### config.mk
export PLATFORM = sky130hd
export DESIGN_NAME = vram_ctrl
export DESIGN_NICKNAME = d
export VERILOG_FILES = /design/src/shared/vram_ctrl_pkg.sv /design/src/hw/vram_ctrl.sv
export SDC_FILE = /design/constraint.sdc
export NUM_CORES = 1
export LEC_CHECK = 0
export ABC_AREA = 1
export BUFFER_PORTS_ARGS = -buffer_cell sky130_fd_sc_hd__buf_2
export CAP_MARGIN = 15
export CORE_UTILIZATION = 36
export CTS_CLUSTER_SIZE = 10
export DETAILED_ROUTE_END_ITERATION = 10
export GPL_ROUTABILITY_DRIVEN = 0
export GPL_TIMING_DRIVEN = 0
export PLACE_DENSITY_LB_ADDON = 0.12
export SLEW_MARGIN = 20
export SYNTH_ARGS = -nofsm -noshare
export SYNTH_HDL_FRONTEND = slang
export SYNTH_SLANG_ARGS = --single-unit
### constraint.sdc
create_clock -name clk -period 1.88 [get_ports clk]
set_input_delay 0.094 -clock clk [delete_from_list [all_inputs] [get_ports clk]]
set_output_delay 0.094 -clock clk [all_outputs]
set_load 0.02 [all_outputs]
### src/shared/vram_ctrl_pkg.sv
// package: timing constants, command codes and carrier structs for the video dram controller
package vram_ctrl_pkg;

  localparam int CLK_MHZ = 40;
  // timing figures in ns
  localparam int T_RAS_NS = 100;
  localparam int T_CAS_NS = 30;
  localparam int T_RP_NS = 90;
  localparam int T_ACC_NS = 120;
  localparam int ACCESS_FROM_OUTPUT_ENABLE_NS = 25;
  localparam int COLUMN_BEFORE_ROW_SETUP_NS = 10;
  localparam int T_WP_NS = 20;
  localparam int T_SETUP_NS = 25;
  // cycle counts, least times round up
  localparam int RAS_CYC = (T_RAS_NS * CLK_MHZ + 999) / 1000;
  localparam int CAS_CYC = (T_CAS_NS * CLK_MHZ + 999) / 1000;
  localparam int RP_CYC = (T_RP_NS * CLK_MHZ + 999) / 1000;
  localparam int ACC_CYC = (T_ACC_NS * CLK_MHZ + 999) / 1000;
  localparam int OEA_CYC = (ACCESS_FROM_OUTPUT_ENABLE_NS * CLK_MHZ + 999) / 1000;
  localparam int CSR_CYC = (COLUMN_BEFORE_ROW_SETUP_NS * CLK_MHZ + 999) / 1000;
  localparam int WP_CYC = (T_WP_NS * CLK_MHZ + 999) / 1000;
  localparam int SETUP_CYC = (T_SETUP_NS * CLK_MHZ + 999) / 1000;
  // refresh: 512 rows per 8 ms
  localparam int REF_ROWS = 512;
  localparam int REF_PERIOD_US = 8000;
  localparam int REF_INTERVAL_CYC = (REF_PERIOD_US * CLK_MHZ) / REF_ROWS;

  localparam int ADDR_W = 9;
  localparam int DATA_W = 4;
  localparam logic [7:0] TIMER_ZERO = 8'h00;

  typedef enum logic [2:0] {
    CMD_READ = 3'h0,
    CMD_WRITE = 3'h1,
    CMD_RMW = 3'h2,
    CMD_READ_XFER = 3'h3,
    CMD_WRITE_XFER = 3'h4,
    CMD_PSEUDO_XFER = 3'h5,
    CMD_ROW_REFRESH = 3'h6
  } cmd_e;

  typedef struct packed {
    cmd_e cmd;
    logic page;
    logic masked;
    logic [ADDR_W-1:0] row;
    logic [ADDR_W-1:0] col;
    logic [DATA_W-1:0] wdata;
    logic [DATA_W-1:0] mask;
  } req_s;

  // strobe pins, all active low
  typedef struct packed {
    logic row_strobe_n;
    logic column_strobe_n;
    logic transfer_output_enable_n;
    logic mask_write_enable_n;
    logic serial_enable_n;
  } pins_s;

endpackage

### src/hw/vram_ctrl.sv
// module: ram-port cycle sequencer that drives a dual-port video dram
//
// What the datasheet requires
// hold strobe widths and precharge before next
// write enable high through read cycles
// wait full row access time before sampling
// output enable low at least access time
// early write: write enable before column; unmasked writes drop both on one edge
// output enable high around row fall
// write data valid before strobe falls; early write drives it on the column edge
// rmw: read under oe, write on we
// late write permitted by device
// page mode keeps row open, cycles column
// write enable low at row fall: mask
// mask zero blocks bit, one cycle
// device tristates when strobe/oe high
// device holds data until column rises
// refresh all 512 rows every 8 ms
// row-only refresh walks all row addresses
// column-before-row uses device counter
// hidden refresh: keep column low, cycle row
// transfer type chosen by pins at row fall
// transfer blocks independent port use
// transfers set serial direction and start
// row address picks transfer row
// column address gives serial start
// read transfer finishes on oe rise
// row then column over shared address
`timescale 1ns/100ps
`default_nettype none

module vram_ctrl
  import vram_ctrl_pkg::*;
#(
  parameter int REF_CYC = REF_INTERVAL_CYC
) (
  // clock and reset
  input wire logic clk,
  input wire logic rst,
  // request side
  input wire logic req_valid,
  input wire req_s req,
  output logic req_ready,
  output logic [DATA_W-1:0] rd_data,
  output logic rd_valid,
  output logic serial_out_mode,
  // device pins
  output pins_s pins,
  output logic [ADDR_W-1:0] addr,
  input wire logic [DATA_W-1:0] mask_data_pins_in,
  output logic [DATA_W-1:0] mask_data_pins_out,
  output logic mask_data_pins_oe
);

  typedef enum logic [3:0] {
    ST_IDLE = 4'h0,
    ST_ROW = 4'h1,
    ST_COL = 4'h2,
    ST_ACCESS = 4'h3,
    ST_WRITE = 4'h4,
    ST_RMW_WR = 4'h5,
    ST_PAGE = 4'h6,
    ST_XFER = 4'h7,
    ST_CBR = 4'h8,
    ST_CBR_ROW = 4'h9,
    ST_PRE = 4'hA
  } state_e;

  state_e state_q;
  req_s cur_q;
  logic [7:0] tmr_q;
  logic [$clog2(REF_CYC+1)-1:0] ref_q;
  logic ref_due_q;
  logic [DATA_W-1:0] din_meta_q;
  logic [DATA_W-1:0] din_sync_q;

  // two-flop synchroniser on the shared data pins
  always_ff @(posedge clk) begin
    din_meta_q <= mask_data_pins_in;
    din_sync_q <= din_meta_q;
  end

  // refresh interval: one column-before-row refresh per slot
  always_ff @(posedge clk) begin
    if (rst) begin
      ref_q <= '0;
      ref_due_q <= 1'b0;
    end else if (ref_q == ($clog2(REF_CYC+1))'(REF_CYC - 1)) begin
      ref_q <= '0;
      ref_due_q <= 1'b1;
    end else begin
      ref_q <= ref_q + 1'b1;
      if (state_q == ST_CBR) begin
        ref_due_q <= 1'b0;
      end
    end
  end

  // cycle sequencer
  always_ff @(posedge clk) begin
    if (rst) begin
      state_q <= ST_PRE; // a reset mid-cycle still waits out precharge
      cur_q <= '0;
      tmr_q <= 8'(RP_CYC);
      pins <= '1;
      addr <= '0;
      mask_data_pins_out <= '0;
      mask_data_pins_oe <= 1'b0;
      rd_data <= '0;
      rd_valid <= 1'b0;
      req_ready <= 1'b0;
      serial_out_mode <= 1'b1;
    end else begin
      rd_valid <= 1'b0;
      req_ready <= 1'b0;
      if (tmr_q != TIMER_ZERO) begin
        tmr_q <= tmr_q - 1'b1;
      end
      case (state_q)
        ST_IDLE: begin
          if (ref_due_q) begin
            pins.column_strobe_n <= 1'b0;
            tmr_q <= 8'(CSR_CYC);
            state_q <= ST_CBR;
          end else if (req_valid) begin
            cur_q <= req;
            addr <= req.row;
            // modes selected by pin levels before row falls; see
            pins.transfer_output_enable_n <= !(req.cmd inside {CMD_READ_XFER, CMD_WRITE_XFER, CMD_PSEUDO_XFER});
            pins.mask_write_enable_n <= !(req.masked || req.cmd inside {CMD_WRITE_XFER, CMD_PSEUDO_XFER});
            pins.serial_enable_n <= (req.cmd != CMD_WRITE_XFER);
            mask_data_pins_out <= req.mask;
            mask_data_pins_oe <= req.masked && !(req.cmd inside {CMD_READ_XFER, CMD_WRITE_XFER, CMD_PSEUDO_XFER});
            req_ready <= 1'b1;
            tmr_q <= 8'(SETUP_CYC);
            state_q <= ST_ROW;
          end
        end
        ST_ROW: begin
          if (tmr_q == TIMER_ZERO) begin
            pins.row_strobe_n <= 1'b0;
            tmr_q <= 8'(RAS_CYC);
            state_q <= (cur_q.cmd == CMD_ROW_REFRESH) ? ST_PRE : ST_COL;
          end
        end
        ST_COL: begin
          // mask data only needs hold past row fall
          mask_data_pins_oe <= (cur_q.cmd == CMD_WRITE);
          mask_data_pins_out <= cur_q.wdata;
          addr <= cur_q.col;
          if (!(cur_q.cmd inside {CMD_READ_XFER, CMD_WRITE_XFER, CMD_PSEUDO_XFER})) begin
            pins.transfer_output_enable_n <= 1'b1;
            pins.mask_write_enable_n <= (cur_q.cmd != CMD_WRITE);
          end
          pins.column_strobe_n <= 1'b0;
          tmr_q <= 8'(ACC_CYC);
          case (cur_q.cmd)
            CMD_READ, CMD_RMW: state_q <= ST_ACCESS;
            CMD_WRITE: state_q <= ST_WRITE;
            default: state_q <= ST_XFER;
          endcase
        end
        ST_ACCESS: begin
          pins.transfer_output_enable_n <= 1'b0;
          if (tmr_q == TIMER_ZERO) begin
            rd_data <= din_sync_q;
            rd_valid <= 1'b1;
            if (cur_q.cmd == CMD_RMW) begin
              pins.transfer_output_enable_n <= 1'b1;
              mask_data_pins_out <= cur_q.wdata;
              tmr_q <= 8'(WP_CYC);
              state_q <= ST_RMW_WR;
            end else begin
              state_q <= ST_PAGE;
            end
          end
        end
        ST_RMW_WR: begin
          mask_data_pins_oe <= 1'b1;
          if (tmr_q == 8'(WP_CYC - 1)) begin
            pins.mask_write_enable_n <= 1'b0;
          end
          if (tmr_q == TIMER_ZERO) begin
            state_q <= ST_PAGE;
          end
        end
        ST_WRITE: begin
          if (tmr_q == TIMER_ZERO) begin
            state_q <= ST_PAGE;
          end
        end
        ST_PAGE: begin
          pins.column_strobe_n <= 1'b1;
          pins.transfer_output_enable_n <= 1'b1;
          pins.mask_write_enable_n <= 1'b1;
          mask_data_pins_oe <= 1'b0;
          // further column in same row keeps row strobe low; see
          if (req_valid && req.page && req.row == cur_q.row && req.cmd inside {CMD_READ, CMD_WRITE, CMD_RMW}) begin
            cur_q <= req;
            req_ready <= 1'b1;
            state_q <= ST_COL;
          end else begin
            tmr_q <= 8'(RP_CYC);
            pins.row_strobe_n <= 1'b1;
            state_q <= ST_PRE;
          end
        end
        ST_XFER: begin
          if (tmr_q == TIMER_ZERO) begin
            pins.transfer_output_enable_n <= 1'b1;
            pins.column_strobe_n <= 1'b1;
            serial_out_mode <= (cur_q.cmd == CMD_READ_XFER);
            tmr_q <= 8'(RP_CYC);
            pins.row_strobe_n <= 1'b1;
            state_q <= ST_PRE;
          end
        end
        ST_CBR: begin
          if (tmr_q == TIMER_ZERO) begin
            pins.row_strobe_n <= 1'b0;
            tmr_q <= 8'(RAS_CYC);
            state_q <= ST_CBR_ROW;
          end
        end
        ST_CBR_ROW: begin
          if (tmr_q == TIMER_ZERO) begin
            pins.row_strobe_n <= 1'b1;
            pins.column_strobe_n <= 1'b1;
            tmr_q <= 8'(RP_CYC);
            state_q <= ST_PRE;
          end
        end
        ST_PRE: begin
          // row-only refresh ends here after its row strobe width
          if (tmr_q == TIMER_ZERO) begin
            if (!pins.row_strobe_n) begin
              pins.row_strobe_n <= 1'b1;
              pins.transfer_output_enable_n <= 1'b1;
              pins.mask_write_enable_n <= 1'b1;
              mask_data_pins_oe <= 1'b0;
              tmr_q <= 8'(RP_CYC);
            end else begin
              pins.serial_enable_n <= 1'b1;
              state_q <= ST_IDLE;
            end
          end
        end
        default: state_q <= ST_IDLE;
      endcase
    end
  end

  // row strobe low lasts at least its minimum width
  logic [7:0] ras_low_q;
  always_ff @(posedge clk) begin
    if (rst || pins.row_strobe_n) begin
      ras_low_q <= TIMER_ZERO;
    end else if (ras_low_q != 8'hFF) begin
      ras_low_q <= ras_low_q + 1'b1;
    end
  end
endmodule

`default_nettype wire

Yosys cells after proc, flatten, opt, wreduce, memory -nomap -nowiden:

Index checks and enable logic that the tools add are counted.

* bits in registers: 82
* bits of input ports: 38
* output and inout bits: 26

* bitwise gates (word level): 1
* equal/unequal tests: 45
* reduce and logical (&&, ||, !) cells: 44
* add/subtract/negate cells: 2
* mux-type cells: 67

Operators with widths (count)
* $mux W31: 3
* $mux W8: 9
* $pmux W31 S2: 1
* $mux W4: 15
* $pmux W8 S6: 1
* $pmux W4 S9: 1
* $ne A2 B2 Y1 const B: 15
* $pmux W1 S5: 4
* $mux W9: 2
* $pmux W9 S2: 1
* $mux W1: 17
* $eq A4 B3 Y1 const B: 4
* $eq A3 B3 Y1 const B: 5
* $reduce_and A5 Y1: 3
* $reduce_bool A5 Y1: 3
* $reduce_and A7 Y1: 2
* $eq A3 B2 Y1 const B: 4
* $eq A4 B4 Y1 const B: 3
* $mux W3: 4
* $pmux W4 S3: 1
* $reduce_bool A3 Y1: 4
* $reduce_or A2 Y1: 6
* $add A10 B1 Y10 const B: 1
* $eq A10 B10 Y1 const B: 1
* other kinds (28): 49

Logic depth before layout (Yosys ltp):

* depth after elaboration: 7
* gate-level depth with buffers: 13
* mapped depth without buffers: 12

Worst setup path before layout:

Ideal clock, no wire load.

* path kind: register to register
* start point: register tmr_q[0]
* end point: register tmr_q[0]
* library setup time: 0.134 ns
* setup slack: -0.152 ns
* data required time: 1.746 ns
* stages on the path, launching flop included: 13
* period minus slack after synthesis: 2.032 ns
* arrival: 1.898 ns
* cell sequence: dfxtp_1 inv_1 ha_1 inv_1 nor2_1 nand4_2 clkbuf_1 ha_1 nand3_1 o21ai_0 nand2_1 a21oi_1 a21oi_1

* longest elaborated chain between the ends: 5
* elaborated cells on any way between the ends: 13
* those cells by class: add/sub (1); mux (10); reduce/logical (2)

RTL lines
* start, declared: line vram_ctrl.sv:71 `logic [7:0] tmr_q;`
* start signal, assigned: line vram_ctrl.sv:104 `tmr_q <= 8'(RP_CYC);`
* start signal, assigned: line vram_ctrl.sv:117 `tmr_q <= tmr_q - 1'b1;`
* start signal, assigned: line vram_ctrl.sv:123 `tmr_q <= 8'(CSR_CYC);`
* $sub A8 B1 Y8 / $reduce_bool A8 Y1 (equally long branches): line vram_ctrl.sv:117, vram_ctrl.sv:116
* $mux W8: line vram_ctrl.sv:116 `if (tmr_q != TIMER_ZERO) begin`
* $mux W8 (on tied branches): line vram_ctrl.sv:236, vram_ctrl.sv:125, vram_ctrl.sv:168
* $mux W8 (on tied branches): line vram_ctrl.sv:235, vram_ctrl.sv:121, vram_ctrl.sv:165
* $pmux W8 S6 (*): line vram_ctrl.sv:119 `case (state_q)`

Mark *: on every way between the ends. The rest lies on a longest branch, timed or not.
A chain may end at the register's enable or synchronous reset.

Final worst setup path:

* start point: register state_q[1]
* end point: register cur_q[18] (netlist name)

* longest elaborated chain between the ends: 3
* elaborated cells on any way between the ends: 8
* those cells by class: eq/ne (4); mux (1); reduce/logical (3)

RTL lines
* start, declared: line vram_ctrl.sv:69 `state_e state_q;`
* start signal, assigned: line vram_ctrl.sv:143 `state_q <= (cur_q.cmd == CMD_ROW_REFRESH) ? ST_PRE : ST_COL;`
* $eq A4 B3 Y1 / $logic_not A4 Y1 (equally long branches): line vram_ctrl.sv:119
* $ne A2 B2 Y1 (no source line) / $reduce_bool A2 Y1 (equally long branches)
* $reduce_and A4 Y1 (no source line)
* end signal, assigned: line vram_ctrl.sv:126 `cur_q <= req;`
* end signal, assigned: line vram_ctrl.sv:199 `cur_q <= req;`
* end, declared: line vram_ctrl.sv:70 `req_s cur_q;`

Parallel ways exist; a longest one is shown, timed or not.

==> qor.csv <==
stage;metric;value;unit
synth;synth_area_leaders;dfxtp_1 40%, nand2_1 16%, nor2_1 10%, inv_1 7.2%, o21ai_0 4.1%;
timing;setup-violations-final;0;
clocking;h-tree-depth;3;
clocking;cts_tree;done;
synth;synth-warning-count;0;
setup_path;crit_path_top_delay_cell;dfxtp_1;
timing;tns;0;ps
synth;synth_top_area_share;0.4033;
placed_design;dp_slack;-242.2;ps
timing;worstMarginPinSlew;641.2;ps
synth;async_reset_ff_frac;0;
clocking;clock_path_buffers;2;
run_status;outcome;finished, final reports clean;
timing;fin_crit_sh;0.9589;
synth;synth_edf_count;0;
final_layout;syn_to_final_growth;28.10;%
drt;vias;4085;
clocking;numCtsBuffers;9;
final_layout;nets;760;
die;start_util;0.3722;
timing;fin_ws;77.21;ps
placed_design;io_buffers;63;
timing;clock.fmax;554.7;MHz
clocking;root_buffer;clkbuf_16;
global_routing;grt_pass1_vias;3790;
drt;via_per_inst;4.733;
clocking;cts_sinks;82;
final_layout;design_area;0.005214;mm2
synth;synth_nets;659;
global_routing;antenna_found_initial;0;
drt;drtIter0Drc;233;
setup_path;crit_required;2120;ps
timing;drv_slew;0;
die;die_h;108.3;um
synth;synth.ff_latch_count;82;
global_routing;grt-ovfl-total;0;
die;core;0.01094;mm2
drt;ant_nets;0;
synth;syn_area;0.004070;mm2
setup_path;cp_top_family;simple AND/OR/NAND/NOR gates;
clocking;clkLatencyLatePin;350;ps
flow_run;cap_violations;0;
synth;synth_most_common_cell;nand2_1;
timing;hold_viol_final;0;
synth;synth_ff_type;dfxtp_1;
pwr;ir_worst_vdd;0.5614;mV
worst_hold_path;hold_class;in -> reg;
global_routing;grt_pass1_wl;17.82;mm
die;fp.dieArea;0.01174;mm2
setup_path;end_kind;flip-flop;
setup_path;cp-start-kind;flip-flop;
die;rows;38;
placed_design;dp_hpwl;7.773;mm
timing;holdWs;16.08;ps
timing;clock_skew;10.32;ps
setup_path;arrival;2040;ps
drt;route.detailed.drc;0;
synth;netlist_instances;617;
timing;grt_setup_unrepaired;true;
timing;finalWorstPathRequiredPeriod;1803;ps
synth;synth_top_area_cell;dfxtp_1;
synth;ys_types;35;
drt;firstDrtPassIters;4;
die;die_w;108.3;um
timing;slew_headroom;0.5725;
pwr;power_density;1499;mW/mm2
global_routing;grtUsageTotal;0.1962;
synth;yosysSeqAreaShare;0.4033;
pwr;static-leakage-power;2.609;nW
final_layout;diodes;0;
synth;synthTopCellsByCount;171 x nand2_1, 112 x nor2_1, 82 x dfxtp_1;
setup_path;rrSetupSlack;80;ps
setup_path;cp_num_buf_inv;3;
setup_path;crit_type;reg -> reg;
setup_path;crit_path_cell_trace;buf_4 > nor2_2 > nand2_4 > nor2_2 > nor2_4 > inv_2 > a21oi_2 > nand2_4 > buf_6 > nand2_1 > nand2_1 > nor2_1;
final_layout;finish.utilization;0.4768;
die;io_pins;64;
setup_path;critPathMaxStageDelay;300;ps
clocking;cts.clk_slew.worst_paths;70;ps
global_routing;grt_max_degree;16;
drt;routed_wl;10.75;mm
drt;wire_per_inst;12.46;um
final_layout;drive_gt1_frac;0.2033;
synth;syn_avg_cell_area;6.597;um2
placed_design;placed_area;0.004607;mm2
setup_path;worst-path-max-fanout;10;
==> power breakdown <==
part	internal [mW]	switching (mW)	leakage, nW
Clock	0.946	0.787	0.136
Sequential	2.16	0.268	0.672
Combinational	1.37	2.29	1.80
Total	4.47	3.35	2.61
==> routing by layer <==
layer | share of wire | GRT usage | up-vias
met3 | 0.049 | 0.03797 | 17
met2 | 0.45 | 0.3094 | 113
li1 | - | - | 2141
met1 | 0.48 | 0.2599 | 1814
met5 | 0 | 0 | -
met4 | 0.021 | 0.08591 | 0
==> worst register-to-register path: cells and delay by family, from the launching register on <==
kind | cells | cell delay, ps
simple gates | 8 | 940
buf+inv | 3 | 410
flops | 1 | 300
compound gates | 1 | 50
==> state kept, by name, summed over array words and instances (netlist names) <==
name	flops
serial_out_mode	1
state_q	4
din_sync_q	4
ref_q	10
rd_valid	1
mask_data_pins_out	4
mask_data_pins_oe	1
rd_data	4
tmr_q	8
addr	9
din_meta_q	4
ref_due_q	1
req_ready	1
pins	5
cur_q	25
==> repair_timing <==
item,4_1_cts,5_1_grt
gates resized for setup,3,23
pin swaps,2,7
endpoints found under the hold margin,17,0
setup buffers,6,4
hold buffers,17,0
setup endpoints to repair,9,45
==> final cells by class <==
class | instances | area (um2)
Inverter | 80 | 300.3
Timing Repair Buffer | 90 | 560.5
Clock buffer | 10 | 239.0
Tap cell | 140 | 175.2
Fill cell | 1132 | 5722
Clock inverter | 6 | 50.05
Multi-Input combinational cell | 439 | 2116
Sequential cell | 82 | 1647
Buffer | 16 | 126.4
==> cell usage in the layout (no fill, tap or decap), types with 9 or more instances in the layout <==
cell type / instances
nand2_1: 168
nor2_1: 108
dfxtp_1: 78
inv_1: 75
buf_2: 65
nand3_1: 30
o21ai_0: 30
a21oi_1: 22
dlygate4sd3_1: 17
buf_4: 14
nand2_2: 10
a31oi_1: 9
clkbuf_16: 9
==> through the flow <==
step                power (mW)  std cells
floorplan                4.889        617
global placement         5.699        820
detailed placement       5.728        820
CTS                      7.657        859
global route             8.415        863
finish                   7.818        863
==> final timing paths <==
| check | from | depth (start not counted) | endpoint |
|---|---|---|---|
| setup / recovery | state_q[1] | 12 | cur_q[18] |
| hold / removal | req[19] | 3 | cur_q[19] |
| setup reg to reg | state_q[1] | 12 | cur_q[18] |
| hold reg to reg | din_meta_q[2] | 0 | din_sync_q[2] |
==> kinds of logic after synthesis <==
kind of cell	count (synthesis)	share of synthesized area
AOI/OAI and AO/OA	75	0.1048
adders and majority gates	4	0.01230
xor gates and xnor gates	7	0.01506
and+or+nand+nor	353	0.3624
DFF	82	0.4033
buffers and inverters	96	0.1021
(Power assumes the default switching activity.)
